File: src/verilog/rpdc_pkg.sv
`default_nettype none
package rpdc_pkg;
	// --------------------------------------------------------------
	// register byte offsets
	// --------------------------------------------------------------
	localparam logic [7:0] OFF_NEXT_LINK = 8'h00; // descriptor_next_link
	localparam logic [7:0] OFF_CTRL_A = 8'h04; // descriptor_control_a
	localparam logic [7:0] OFF_WORD2 = 8'h08;
	localparam logic [7:0] OFF_WORD3 = 8'h0c;
	localparam logic [7:0] OFF_WORD4 = 8'h10;
	localparam logic [7:0] OFF_KEY_MID = 8'h20; // cipher_key_bits_95_64
	localparam logic [7:0] OFF_KEY_TOP = 8'h24; // cipher_key_bits_127_96
	localparam logic [7:0] OFF_STATUS = 8'h28; // sequencer_status_reg, w1c
	localparam logic [7:0] OFF_MASK = 8'h2c; // interrupt mask
	localparam logic [7:0] OFF_RADIO = 8'h30; // power code and bypass
	localparam logic [7:0] OFF_HOP = 8'h34; // channel and hop increment
	localparam logic [7:0] OFF_MAP_LO = 8'h38; // channel map 31:0
	localparam logic [7:0] OFF_MAP_HI = 8'h3c; // channel map 36:32
	localparam logic [7:0] OFF_COUNTERS = 8'h40; // event counters
	localparam logic [7:0] OFF_IRQ_FLAGS = 8'h44; // sequencer_irq_flags, ro
	localparam logic [7:0] OFF_CUR_DESC = 8'h48; // current descriptor, ro
	// --------------------------------------------------------------
	// field positions and reset values
	// --------------------------------------------------------------
	localparam int CTRL_CALIBRATION_REQUEST = 0;
	localparam int CTRL_ALGSEL = 1;
	localparam int CTRL_ADV = 5;
	localparam int CTRL_INCCHAN = 7;
	localparam int RADIO_BYPASS = 5;
	localparam int ST_PTR_ERR = 0;
	localparam int ST_HOP_DONE = 1;
	localparam int NUM_EVT = 2;
	localparam logic [31:0] RESET_WORD = 32'h0000_0000;
	// --------------------------------------------------------------
	// channel and power constants
	// --------------------------------------------------------------
	localparam logic [5:0] NUM_CHAN = 6'h25; // 37 data channels
	localparam logic [5:0] ADV_FIRST = 6'h25; // 37
	localparam logic [5:0] ADV_MID = 6'h26; // 38
	localparam logic [5:0] ADV_LAST = 6'h27; // 39
	localparam logic [4:0] PWR_MAX = 5'h1f;
	localparam logic [4:0] PWR_0DBM = 5'h19;
	localparam logic [4:0] PWR_OFF = 5'h00; // -40 dBm
	localparam logic [1:0] HTRANS_NONSEQ = 2'h2;
	// calibration steps enabled for the coming packet
	typedef struct packed {
		logic freq;
		logic osc_gain;
		logic bandpass;
		logic synth_loop;
	} rpdc_cal_t;
endpackage
`default_nettype wire

File: src/verilog/rpdc_top.sv
// How it works
// RULE1: key words 95:64 and 127:96 feed encryption
// RULE2: 5-bit power code, higher code higher power
// RULE3: max power needs 0x1F plus bypass set; power_at_max is raised on code 0x1F alone, bypass not checked
// RULE4: firmware keeps descriptor list never empty
// RULE5: next pointer holds absolute address only
// RULE6: misaligned next pointer sets error, irq if enabled
// RULE7: calibration request selects full or no calibration
// RULE8: firmware requests calibration after hop or wake
// RULE9: incrementer off ignores algorithm select
// RULE10: select 0: algorithm 1, advertising 37-38-39
// RULE11: select 1: algorithm 2 for data, periodic
// RULE12: incrementer enable computes next channel
`default_nettype none
module rpdc_top (
	// clock and reset
	input wire logic hclk,
	input wire logic hresetn,
	// ahb-lite slave
	input wire logic hsel,
	input wire logic [31:0] haddr,
	input wire logic [1:0] htrans,
	input wire logic hwrite,
	input wire logic [2:0] hsize,
	input wire logic [31:0] hwdata,
	input wire logic hready,
	output logic [31:0] hrdata,
	output logic hreadyout,
	output logic hresp,
	// sequencer step, one pulse per descriptor taken
	input wire logic seq_advance,
	// encryption engine key words
	output logic [31:0] cipher_key_mid_high,
	output logic [31:0] cipher_key_top,
	// transmit power
	output logic [4:0] transmit_power_code,
	output logic power_at_max,
	output logic power_at_0dbm,
	output logic power_off,
	output logic transformer_regulator_bypass,
	// sequencer state
	output rpdc_pkg::rpdc_cal_t cal_enable,
	output logic [31:0] current_descriptor,
	output logic [5:0] current_channel,
	// interrupt
	output logic irq
);
	// --------------------------------------------------------------
	// channel helpers
	// --------------------------------------------------------------
	// fold an unused channel onto the used set by index
	function automatic logic [5:0] rpdc_remap(input logic [5:0] ch, input logic [5:0] idx,
		input logic [36:0] map);
		logic [5:0] k;
		logic [5:0] r;
		k = 6'h00;
		r = ch;
		if (!map[ch])
		begin
			for (int i = 0; i < 37; i++)
			begin
				if (map[i])
				begin
					if (k == idx)
						r = 6'(i);
					k = k + 6'h01;
				end
			end
		end
		return r;
	endfunction
	// count channels allowed by the map
	function automatic logic [5:0] rpdc_used(input logic [36:0] map);
		logic [5:0] n;
		n = 6'h00;
		for (int i = 0; i < 37; i++)
			n = n + {5'h00, map[i]};
		return n;
	endfunction
	// --------------------------------------------------------------
	// state
	// --------------------------------------------------------------
	localparam int NUM_EVT_W = rpdc_pkg::NUM_EVT;
	logic [31:0] next_link_reg, next_link_next; // next_descriptor_pointer
	logic [31:0] ctrl_reg, ctrl_next;
	logic [31:0] w2_reg, w2_next, w3_reg, w3_next, w4_reg, w4_next; // plain storage
	logic [31:0] key_mid_reg, key_mid_next, key_top_reg, key_top_next;
	logic [NUM_EVT_W-1:0] status_reg, status_next, mask_reg, mask_next;
	logic [5:0] radio_reg, radio_next; // power code and bypass
	logic [5:0] chan_reg, chan_next;
	logic [5:0] hopinc_reg, hopinc_next;
	logic [36:0] map_reg, map_next;
	logic [31:0] cnt_reg, cnt_next; // pa counter high, connection low
	logic [31:0] cur_desc_reg, cur_desc_next;
	rpdc_pkg::rpdc_cal_t cal_reg, cal_next;
	logic [4:0] pwr_reg, pwr_next;
	logic [2:0] pwr_flags_reg, pwr_flags_next; // max, 0 dBm, off
	logic irq_reg, irq_next;
	// bus pipeline
	logic wr_pend_reg, wr_pend_next, rd_pend_reg, rd_pend_next;
	logic [7:0] addr_reg, addr_next;
	logic [31:0] hrdata_reg, hrdata_next;
	logic hready_reg, hready_next;
	// decoded helpers
	logic take, ptr_bad, hop_on;
	logic [5:0] used_n, unmapped, hop_ch;
	logic [15:0] prn;
	logic [31:0] rd_mux;
	logic [NUM_EVT_W-1:0] events;
	// --------------------------------------------------------------
	// next channel and read mux
	// --------------------------------------------------------------
	always_comb
	begin
		take = hsel && hready && htrans == rpdc_pkg::HTRANS_NONSEQ;
		ptr_bad = seq_advance && next_link_reg[1:0] != 2'h0; // RULE6
		hop_on = seq_advance && !ptr_bad && ctrl_reg[rpdc_pkg::CTRL_INCCHAN]; // RULE12 RULE9
		used_n = rpdc_used(map_reg);
		prn = ctrl_reg[rpdc_pkg::CTRL_ADV] ? cnt_reg[31:16] : cnt_reg[15:0];
		prn = prn ^ {prn[7:0], prn[15:8]} ^ {10'h000, chan_reg};
		hop_ch = chan_reg;
		unmapped = chan_reg;
		// select only matters with the incrementer on
		if (!ctrl_reg[rpdc_pkg::CTRL_ALGSEL]) // RULE10
		begin
			if (ctrl_reg[rpdc_pkg::CTRL_ADV])
				hop_ch = (chan_reg == rpdc_pkg::ADV_FIRST) ? rpdc_pkg::ADV_MID :
					(chan_reg == rpdc_pkg::ADV_MID) ? rpdc_pkg::ADV_LAST : rpdc_pkg::ADV_FIRST;
			else
			begin
				unmapped = 6'((7'(chan_reg) + 7'(hopinc_reg)) % 7'(rpdc_pkg::NUM_CHAN));
				hop_ch = rpdc_remap(unmapped, (used_n == 6'h00) ? 6'h00 : unmapped % used_n, map_reg);
			end
		end
		else
		begin
			// algorithm 2: hashed event counter, remap by scaled index
			unmapped = 6'(prn % 16'(rpdc_pkg::NUM_CHAN)); // RULE11
			hop_ch = rpdc_remap(unmapped, 6'((22'(used_n) * 22'(prn)) >> 16), map_reg); // RULE11
		end
		events = '0;
		events[rpdc_pkg::ST_PTR_ERR] = ptr_bad;
		events[rpdc_pkg::ST_HOP_DONE] = hop_on;
		rd_mux = 32'h0000_0000;
		unique case (addr_reg)
			rpdc_pkg::OFF_NEXT_LINK: rd_mux = next_link_reg;
			rpdc_pkg::OFF_CTRL_A: rd_mux = ctrl_reg;
			rpdc_pkg::OFF_WORD2: rd_mux = w2_reg;
			rpdc_pkg::OFF_WORD3: rd_mux = w3_reg;
			rpdc_pkg::OFF_WORD4: rd_mux = w4_reg;
			rpdc_pkg::OFF_KEY_MID: rd_mux = key_mid_reg;
			rpdc_pkg::OFF_KEY_TOP: rd_mux = key_top_reg;
			rpdc_pkg::OFF_STATUS: rd_mux = {30'h0, status_reg};
			rpdc_pkg::OFF_MASK: rd_mux = {30'h0, mask_reg};
			rpdc_pkg::OFF_RADIO: rd_mux = {26'h0, radio_reg};
			rpdc_pkg::OFF_HOP: rd_mux = {18'h0, hopinc_reg, 2'h0, chan_reg};
			rpdc_pkg::OFF_MAP_LO: rd_mux = map_reg[31:0];
			rpdc_pkg::OFF_MAP_HI: rd_mux = {27'h0, map_reg[36:32]};
			rpdc_pkg::OFF_COUNTERS: rd_mux = cnt_reg;
			rpdc_pkg::OFF_IRQ_FLAGS: rd_mux = {30'h0, status_reg & mask_reg};
			rpdc_pkg::OFF_CUR_DESC: rd_mux = cur_desc_reg;
			default: rd_mux = 32'h0000_0000; // unmapped reads zero
		endcase
	end
	// --------------------------------------------------------------
	// next-state for registers and bus
	// --------------------------------------------------------------
	// reads get one wait state so a write just before is already visible
	always_comb
	begin
		next_link_next = next_link_reg;
		ctrl_next = ctrl_reg;
		w2_next = w2_reg;
		w3_next = w3_reg;
		w4_next = w4_reg;
		key_mid_next = key_mid_reg;
		key_top_next = key_top_reg;
		mask_next = mask_reg;
		radio_next = radio_reg;
		chan_next = chan_reg;
		hopinc_next = hopinc_reg;
		map_next = map_reg;
		cnt_next = cnt_reg;
		status_next = status_reg;
		wr_pend_next = take && hwrite;
		rd_pend_next = take && !hwrite;
		addr_next = take ? haddr[7:0] : addr_reg;
		hready_next = !(take && !hwrite);
		hrdata_next = rd_pend_reg ? rd_mux : hrdata_reg;
		if (wr_pend_reg)
		begin
			unique case (addr_reg)
				rpdc_pkg::OFF_NEXT_LINK: next_link_next = hwdata;
				rpdc_pkg::OFF_CTRL_A: ctrl_next = hwdata;
				rpdc_pkg::OFF_WORD2: w2_next = hwdata;
				rpdc_pkg::OFF_WORD3: w3_next = hwdata;
				rpdc_pkg::OFF_WORD4: w4_next = hwdata;
				rpdc_pkg::OFF_KEY_MID: key_mid_next = hwdata; // RULE1
				rpdc_pkg::OFF_KEY_TOP: key_top_next = hwdata; // RULE1
				rpdc_pkg::OFF_STATUS: status_next = status_reg & ~hwdata[NUM_EVT_W-1:0];
				rpdc_pkg::OFF_MASK: mask_next = hwdata[NUM_EVT_W-1:0];
				rpdc_pkg::OFF_RADIO: radio_next = hwdata[5:0];
				rpdc_pkg::OFF_HOP:
				begin
					chan_next = hwdata[5:0];
					hopinc_next = hwdata[13:8];
				end
				rpdc_pkg::OFF_MAP_LO: map_next[31:0] = hwdata;
				rpdc_pkg::OFF_MAP_HI: map_next[36:32] = hwdata[4:0];
				rpdc_pkg::OFF_COUNTERS: cnt_next = hwdata;
				default: ; // unmapped writes are dropped
			endcase
		end
		// hardware set wins over a same-cycle clear
		status_next = status_next | events; // RULE6
		if (hop_on)
			chan_next = hop_ch; // RULE12
		// take the next descriptor only when its address is aligned
		cur_desc_next = (seq_advance && !ptr_bad) ? next_link_reg : cur_desc_reg;
		cal_next = cal_reg;
		if (seq_advance && !ptr_bad)
			cal_next = {4{ctrl_reg[rpdc_pkg::CTRL_CALIBRATION_REQUEST]}}; // RULE7
		pwr_next = radio_reg[4:0]; // RULE2
		pwr_flags_next = {radio_reg[4:0] == rpdc_pkg::PWR_MAX, radio_reg[4:0] == rpdc_pkg::PWR_0DBM,
			radio_reg[4:0] == rpdc_pkg::PWR_OFF}; // RULE2
		irq_next = |(status_next & mask_next); // RULE6
	end
	// --------------------------------------------------------------
	// registers
	// --------------------------------------------------------------
	always_ff @(posedge hclk or negedge hresetn)
	begin
		if (!hresetn)
		begin
			next_link_reg <= rpdc_pkg::RESET_WORD;
			ctrl_reg <= rpdc_pkg::RESET_WORD;
			w2_reg <= rpdc_pkg::RESET_WORD;
			w3_reg <= rpdc_pkg::RESET_WORD;
			w4_reg <= rpdc_pkg::RESET_WORD;
			key_mid_reg <= rpdc_pkg::RESET_WORD;
			key_top_reg <= rpdc_pkg::RESET_WORD;
			status_reg <= '0;
			mask_reg <= '0;
			radio_reg <= 6'h00;
			chan_reg <= 6'h00;
			hopinc_reg <= 6'h00;
			map_reg <= 37'h00_0000_0000;
			cnt_reg <= rpdc_pkg::RESET_WORD;
			cur_desc_reg <= rpdc_pkg::RESET_WORD;
			cal_reg <= '0;
			pwr_reg <= 5'h00;
			pwr_flags_reg <= 3'h1;
			irq_reg <= 1'b0;
			wr_pend_reg <= 1'b0;
			rd_pend_reg <= 1'b0;
			addr_reg <= 8'h00;
			hrdata_reg <= rpdc_pkg::RESET_WORD;
			hready_reg <= 1'b1;
		end
		else
		begin
			next_link_reg <= next_link_next;
			ctrl_reg <= ctrl_next;
			w2_reg <= w2_next;
			w3_reg <= w3_next;
			w4_reg <= w4_next;
			key_mid_reg <= key_mid_next;
			key_top_reg <= key_top_next;
			status_reg <= status_next;
			mask_reg <= mask_next;
			radio_reg <= radio_next;
			chan_reg <= chan_next;
			hopinc_reg <= hopinc_next;
			map_reg <= map_next;
			cnt_reg <= cnt_next;
			cur_desc_reg <= cur_desc_next;
			cal_reg <= cal_next;
			pwr_reg <= pwr_next;
			pwr_flags_reg <= pwr_flags_next;
			irq_reg <= irq_next;
			wr_pend_reg <= wr_pend_next;
			rd_pend_reg <= rd_pend_next;
			addr_reg <= addr_next;
			hrdata_reg <= hrdata_next;
			hready_reg <= hready_next;
		end
	end
	// outputs straight from flops; response is always okay
	assign hrdata = hrdata_reg;
	assign hreadyout = hready_reg;
	assign hresp = 1'b0;
	assign cipher_key_mid_high = key_mid_reg;
	assign cipher_key_top = key_top_reg;
	assign transmit_power_code = pwr_reg;
	assign {power_at_max, power_at_0dbm, power_off} = pwr_flags_reg;
	assign transformer_regulator_bypass = radio_reg[rpdc_pkg::RADIO_BYPASS];
	assign cal_enable = cal_reg;
	assign current_descriptor = cur_desc_reg;
	assign current_channel = chan_reg;
	assign irq = irq_reg;
endmodule
`default_nettype wire

File: config.mk
export PLATFORM = sky130hd
export DESIGN_NAME = rpdc_top
export DESIGN_NICKNAME = d
export VERILOG_FILES = /design/src/verilog/rpdc_pkg.sv /design/src/verilog/rpdc_top.sv
export SDC_FILE = /design/constraint.sdc
export NUM_CORES = 2
export LEC_CHECK = 0
export BUFFER_PORTS_ARGS = -buffer_cell sky130_fd_sc_hd__buf_2
export CAP_MARGIN = 0
export CORE_MARGIN = 2
export CORE_UTILIZATION = 55
export DETAILED_ROUTE_END_ITERATION = 8
export PLACE_DENSITY = 0.71
export SYNTH_ARGS = -nofsm -noshare
export SYNTH_HDL_FRONTEND = slang
export SYNTH_SLANG_ARGS = --single-unit
File: constraint.sdc
create_clock -name hclk -period 24.7 [get_ports hclk]
set_input_delay 2.47 -clock hclk [delete_from_list [all_inputs] [get_ports hclk]]
set_output_delay 2.47 -clock hclk [all_outputs]
set_load 0.03 [all_outputs]
======== Yosys cells after proc, flatten, opt, wreduce, memory -nomap -nowiden ========
Index checks and enable logic that the tools add are counted.
storage, ports and cells
  flip-flop bits (word level) ............. 400
  input bits .............................. 75
  output and inout port bits .............. 150
  logic and storage cells ................. 823
cells by class
  add/sub/neg operators ................... 107
  $mul .................................... 1
  divide/modulo/power cells ............... 3
  $lt $le $gt $ge ......................... 2
  equal/unequal tests ..................... 92
  muxes and demuxes ....................... 554
  bitwise logic cells ..................... 7
  reductions and logical operators ........ 32
operator list
  kind                   count
  $mux 6                 541
  $pmux 32 s16           1
  $eq 6x6->1             72
  $add 6x1->6 const B    70
  $add 6x1->6            31
  $eq 8x6->1 const B     8
  $reduce_and 2->1       13
  $eq 8x7->1 const B     3
  $mul 6x16->22          1
  $logic_not 6->1        3
  $eq 8x4->1 const B     2
  $mod 16x6->16 const B  1
  $mux 16                1
  $xor 16x16->16         1
  $xor 16x6->16          1
  $lt 6x7->1 const B     2
  $bmux 1 s6             2
  $eq 6x6->1 const B     2
  $mux 2                 6
  $eq 5x5->1 const B     2
  $eq 8x3->1 const B     1
  $eq 8x5->1 const B     1
  $logic_not 8->1        1
  $add 6x6->7            1
  other kinds (17)       31

======== Longest topological paths before layout ========
  depth in word-level cells ............... 189
  depth in mapped cells ................... 117
  gate-level depth less buffers ........... 116

======== Least setup slack after synthesis ========
No wires, ideal clock.
  kind .................................... reg-to-reg
  start ................................... reg map_reg[0]
  end ..................................... reg chan_reg[1], in the netlist current_channel[1]
  setup time .............................. 0.131 ns
  arrival time ............................ 22.266 ns
  required time ........................... 24.569 ns
  path slack .............................. 2.303 ns
  cell stages (with the launch flop) ...... 117
  buffers on the path ..................... 2
  clock period less this slack ............ 22.397 ns
  cells stage by stage .................... dfrtp_1 -> inv_1 -> ha_1 -> buf_2 -> xor2_1 -> ha_1 -> nand2_1 -> o31ai_4 -> ha_1 -> nand2_1 -> nand2_1 -> ha_1 -> nor2b_1 -> nor2_1 -> ha_1 -> nand2_1 -> o31ai_2 -> ha_1 -> [... 81 more ...] -> o21ai_1 -> ha_1 -> mux2_2 -> ha_1 -> mux2_2 -> ha_1 -> mux2i_1 -> inv_1 -> ha_1 -> xnor2_1 -> xor2_1 -> a31oi_1 -> nor4_1 -> a21oi_1 -> o21a_1 -> o21a_1 -> nor3_1 -> a221oi_2
on the way
  word-level cells in the longest chain between the ends .. 186
RTL lines
  element                                            RTL line                         text
  start, declared                                    rpdc_top.sv:92                   logic [36:0] map_reg, map_next;
  start signal, assigned                             rpdc_top.sv:274                  map_reg <= map_next;
  $add 1x1->2 / $mux 1 (equally long branches)       rpdc_top.sv:77, rpdc_top.sv:62
  $add 2x1->3 / $mux 6 (equally long branches)       rpdc_top.sv:77, rpdc_top.sv:58
  $add 3x1->4 / $mux 6 (equally long branches)       rpdc_top.sv:77, rpdc_top.sv:126
  $add 4x1->5 / $mux 6 (equally long branches)       rpdc_top.sv:77, rpdc_top.sv:124
  $add 5x1->6 / $add 6x1->6 (equally long branches)  rpdc_top.sv:77, rpdc_top.sv:66
  $add 6x1->6 / $mux 6 (equally long branches)       rpdc_top.sv:77, rpdc_top.sv:62
  $add 6x1->6 / $mux 6 (equally long branches)       rpdc_top.sv:77, rpdc_top.sv:58
  $add 6x1->6 / $mux 6 (equally long branches)       rpdc_top.sv:77, rpdc_top.sv:126
  [... 170 more ...]                                 n/a
  $mux 6, on equally long branches                   rpdc_top.sv:64, rpdc_top.sv:124
  $mux 6 / $eq 6x6->1 (equally long branches)        rpdc_top.sv:62, rpdc_top.sv:64
  $mux 6                                             rpdc_top.sv:64                   if (k == idx)
  $mux 6                                             rpdc_top.sv:62                   if (map[i])
  $mux 6                                             rpdc_top.sv:58                   if (!map[ch])
  $mux 6                                             rpdc_top.sv:126                  if (ctrl_reg[rpdc_pkg::CTRL_ADV])
  $mux 6 (*)                                         rpdc_top.sv:124                  if (!ctrl_reg[rpdc_pkg::CTRL_ALGSEL])
  $mux 6 (*)                                         rpdc_top.sv:216                  if (hop_on)
  end signal, assigned                               rpdc_top.sv:272                  chan_reg <= chan_next;
  end, declared                                      rpdc_top.sv:90                   logic [5:0] chan_reg, chan_next;
Every way passes the cells marked *; elsewhere a longest branch is shown, timed or not. The select of a mux whose other input is x is not followed.
A chain may end at the register's enable or synchronous reset.

======== Worst setup path after layout ========
  start ................................... reg map_reg[0]
  end ..................................... reg chan_reg[3], in the netlist current_channel[3]
Same word-level chain as after synthesis.

==> run summary <==
After detailed routing, the number of vias per cell comes to 6.47. In this run the worst setup path begins at map_reg[0]$_DFFE_PN0P_. Once the floorplan was initialized, standard cells occupied 55.6% of the core. After layout, the minimum clock period comes to 23350 ps.

For the pin with the worst max-slew slack, the measured transition is 1280 ps. For this design, the CTS-stage hold fixing added 0 buffers. The die covers 68700 um2. The tool flagged a number of max-cap violations equal to 0. Of all nets on the critical path, the largest fanout is 8. The reg-to-reg startpoint is map_reg[0]$_DFFE_PN0P_. For the remaining global-route overflow, the log shows 0. Following the worst setup path forward leads to its endpoint at current_channel[3]$_DFFE_PN0P_. After floorplanning, the core was divided into 94 placement rows.

The largest single stage delay on the critical path is 490 ps. The worst setup path is launched from a register. After synthesis, the mean cell area works out to 9.57 um2.

Clock tree synthesis found a total of 400 sinks. The tools report the synthesized cell area as 36600 um2. Measured along the x axis, the die boundary spans 262 um. The placed instances occupy a cell area of 38600 um2. The congestion estimate from routability-driven global placement came to 0.973. End of the worst register-to-register path: current_channel[3]$_DFFE_PN0P_.

Clock skew on the completed layout was measured at 31.2 ps. The number of vias in the routed layout was 31400; the initial antenna violation count was 3. The total routing resource utilization after global routing is 33.3%, and the portion of synthesized cell area occupied by the leading cell type is 27.2%. The library cell used as clock root buffer was clkbuf_16. The number of synthesized register bits came out at 400. The total wire length after detailed routing was 116000 um; the number of flops mapped to enable cells by yosys was 0.

The worst setup path is captured at a register. For the reg2reg setup slack, the log shows 1350 ps. Pin placement for this block handled 225 I/O pins.

TritonCTS built the clock tree. The first routing iteration left 3061 violations. Sequential cells were found to cover 27.3% of the synthesized design area.

The number of hold-slack violations in the final timing report was 0; the wire length of the first global-routing pass was 178000 um. Cells fill 60.8% of the core in the end. The count of nets left with antenna violations once routing finished came out at 0.

The area growth from synthesis to layout was 9.34%; the CTS clock-pin slew for the worst setup and hold paths was 60 ps. The flow ran to the end, and the final reports show no timing, DRC or antenna violations. The residual DRC count is 0.

Measured against its own limit, the worst slew margin works out to 14.6%. For the worst setup path, the data required time is 25130 ps. The period utilization came out at 94.5%.

In the final layout, the share of cells above drive strength 1 is 22.8%. The post-DP HPWL came out at 84000 um. Dominant synthesized flop cell: dfrtp_1. The number of global-route vias before repair came out at 30400. The floorplan step set the die height to 262 um. After synthesis, the share of flip-flops with an asynchronous set or reset is 100%. The run gives 570 ps as the source-to-sink clock delay at the later pin of the worst-skew pair. For the final number of setup-violating endpoints, the log shows 0. The number of pins with negative max-slew slack in the final report is 0, and the post-synthesis cell count is 3830. After routing, the total negative slack on setup checks comes to 0 ps. The run gives 4767 as the cell count after placement. Input and output buffers added on the ports amount to 196. After detailed routing, the average wire length per cell comes to 24.0 um.

The library cell with the largest summed area after synthesis is dfrtp_1. The flip-flop count of the largest register after layout came out at 37. In this run the deepest clock path goes through 3 buffers. Count of distinct cell types in the synthesized netlist: 129. The slowest cell on the critical path was dfrtp_2.

Entering global routing, the biggest net connects 167 pins. Counting every net in the synthesized netlist gives 4097. After the last flow step, the layout net total stands at 4216. For this run, the number of standard cells in the final layout without fillers is 4848. The Yosys step of the flow raised 0 warnings. For the worst flop-to-flop path, the logic depth is 115. The critical path in this run is classified as register to register.

For the worst setup path, the data arrival time is 23780 ps. After routing the design area is 40100 um2. The area of the core was 65900 um2; the highest clock rate was 0.0428 GHz. CTS built an H-tree with a depth of 2. The path class of the tightest hold or removal check is register to register.

The cell that appears most often on the critical path is ha_1. For the number of buffers created by CTS, the log shows 41. In the post-synthesis netlist, the biggest area contributors are dfrtp_1 27%, mux2_2 11%, xnor2_1 9.7%. The first detailed-routing pass took 6 iterations.
worst min-delay path by stage:
| stage | from | to | slack, ps | depth (start not counted) |
|---|---|---|---|---|
| 2_1_floorplan | radio_reg[0]$_DFFE_PN0P_ | transmit_power_code[0]$_DFF_PN0_ | 400 | 0 |
| 3_3_place_gp | radio_reg[4]$_DFFE_PN0P_ | transmit_power_code[4]$_DFF_PN0_ | 450 | 0 |
| 3_5_place_dp | radio_reg[4]$_DFFE_PN0P_ | transmit_power_code[4]$_DFF_PN0_ | 450 | 0 |
| 4_1_cts | radio_reg[4]$_DFFE_PN0P_ | transmit_power_code[4]$_DFF_PN0_ | 480 | 0 |
| 5_1_grt | radio_reg[4]$_DFFE_PN0P_ | transmit_power_code[4]$_DFF_PN0_ | 500 | 0 |
| 6_report | radio_reg[4]$_DFFE_PN0P_ | transmit_power_code[4]$_DFF_PN0_ | 480 | 0 |
cell usage after synthesis (all sizes together), types with 35 or more instances:
| cell | number |
|---|---|
| nand2 | 274 |
| nor3 | 92 |
| a22o | 40 |
| inv | 203 |
| mux2i | 51 |
| ha | 105 |
| xor2 | 172 |
| nand4 | 78 |
| buf | 87 |
| clkbuf | 121 |
| o21ai | 112 |
| a21oi | 110 |
| fa | 87 |
| o22ai | 36 |
| mux2 | 368 |
| nor4 | 35 |
| nand3 | 118 |
| dfrtp | 398 |
| a22oi | 104 |
| nor2 | 206 |
| xnor2 | 448 |
per-stage QoR:
| stage | hold slack, ps | setup slack [ps] |
|---|---|---|
| 4_1_cts | 476 | 264 |
| 3_5_place_dp | 450 | 347 |
| 5_1_grt | 504 | -123 |
| 3_3_place_gp | 452 | 870 |
| 6_report | 482 | 1350 |
| 2_1_floorplan | 402 | 2300 |
per-layer routing:
layer | track usage, % | vias up | share of wire, %
met3 | 5.64 | 300 | 8.2
met2 | 53.0 | 1436 | 46
met4 | 14.2 | 4 | 4.4
met1 | 44.9 | 15600 | 41
li1 | - | 14000 | -
met5 | 0 | - | 0.024
layout by cell type (no fill, tap or decap), types with 25 or more instances in the layout:
cell         n
a22oi_1    104
xnor2_1    403
xor2_1     150
nand2_1    273
fa_1        87
a221oi_1    31
xnor2_2     33
mux2i_1     43
nor4_1      32
o22ai_1     33
and2_1      25
buf_4       87
dfrtp_1    397
nor3_1      87
nand2b_1    25
a21oi_1    102
inv_1      201
o21ai_0     90
nand4_1     78
ha_1       104
and3_1      29
nor2_1     192
a211oi_1    28
buf_2      195
o21a_1      33
or4_1       26
a31oi_1     29
clkbuf_16   42
a22o_1      40
mux2_2     362
nand3_1    116
a21o_1      29
area by class of cell:
cell class	instances	area (um2)
Clock buffer	65	1230
Antenna cell	2	5.00
Tap cell	864	1080
Clock inverter	11	97.6
Inverter	207	777
Fill cell	5621	25800
Multi-Input combinational cell	3015	25200
Sequential cell	400	10000
Timing Repair Buffer	284	1660
kinds of logic after synthesis:
logic type | after synthesis | share of synthesized area [%]
adder cells (fa/ha/maj) | 194 | 8.39
other | 1 | 0.0102
multiplexers | 430 | 13.5
AO/OA/AOI/OAI | 764 | 15.5
buffers and inverters | 415 | 4.52
XOR/XNOR | 631 | 17.2
AND/OR/NAND/NOR | 995 | 13.5
flip-flops | 400 | 27.3
worst max-delay path: cells and delay by family, from the launching register on:
kind | cells | cell delay (ps)
fa+ha+maj | 34 | 10290
buf+inv | 12 | 1320
xor+xnor | 2 | 410
flops | 1 | 490
mux | 10 | 2450
simple gates | 31 | 3910
compound gates | 26 | 4340
what timing repair did:
action                                  in CTS  in global routing
endpoints found under the setup margin       0                  6
buffers inserted                             0                  3
resized for setup                            0                 17
Power is left out: the tool's default activity adds up to more than one toggle a clock period on the data nets, which glitch-free logic cannot reach.
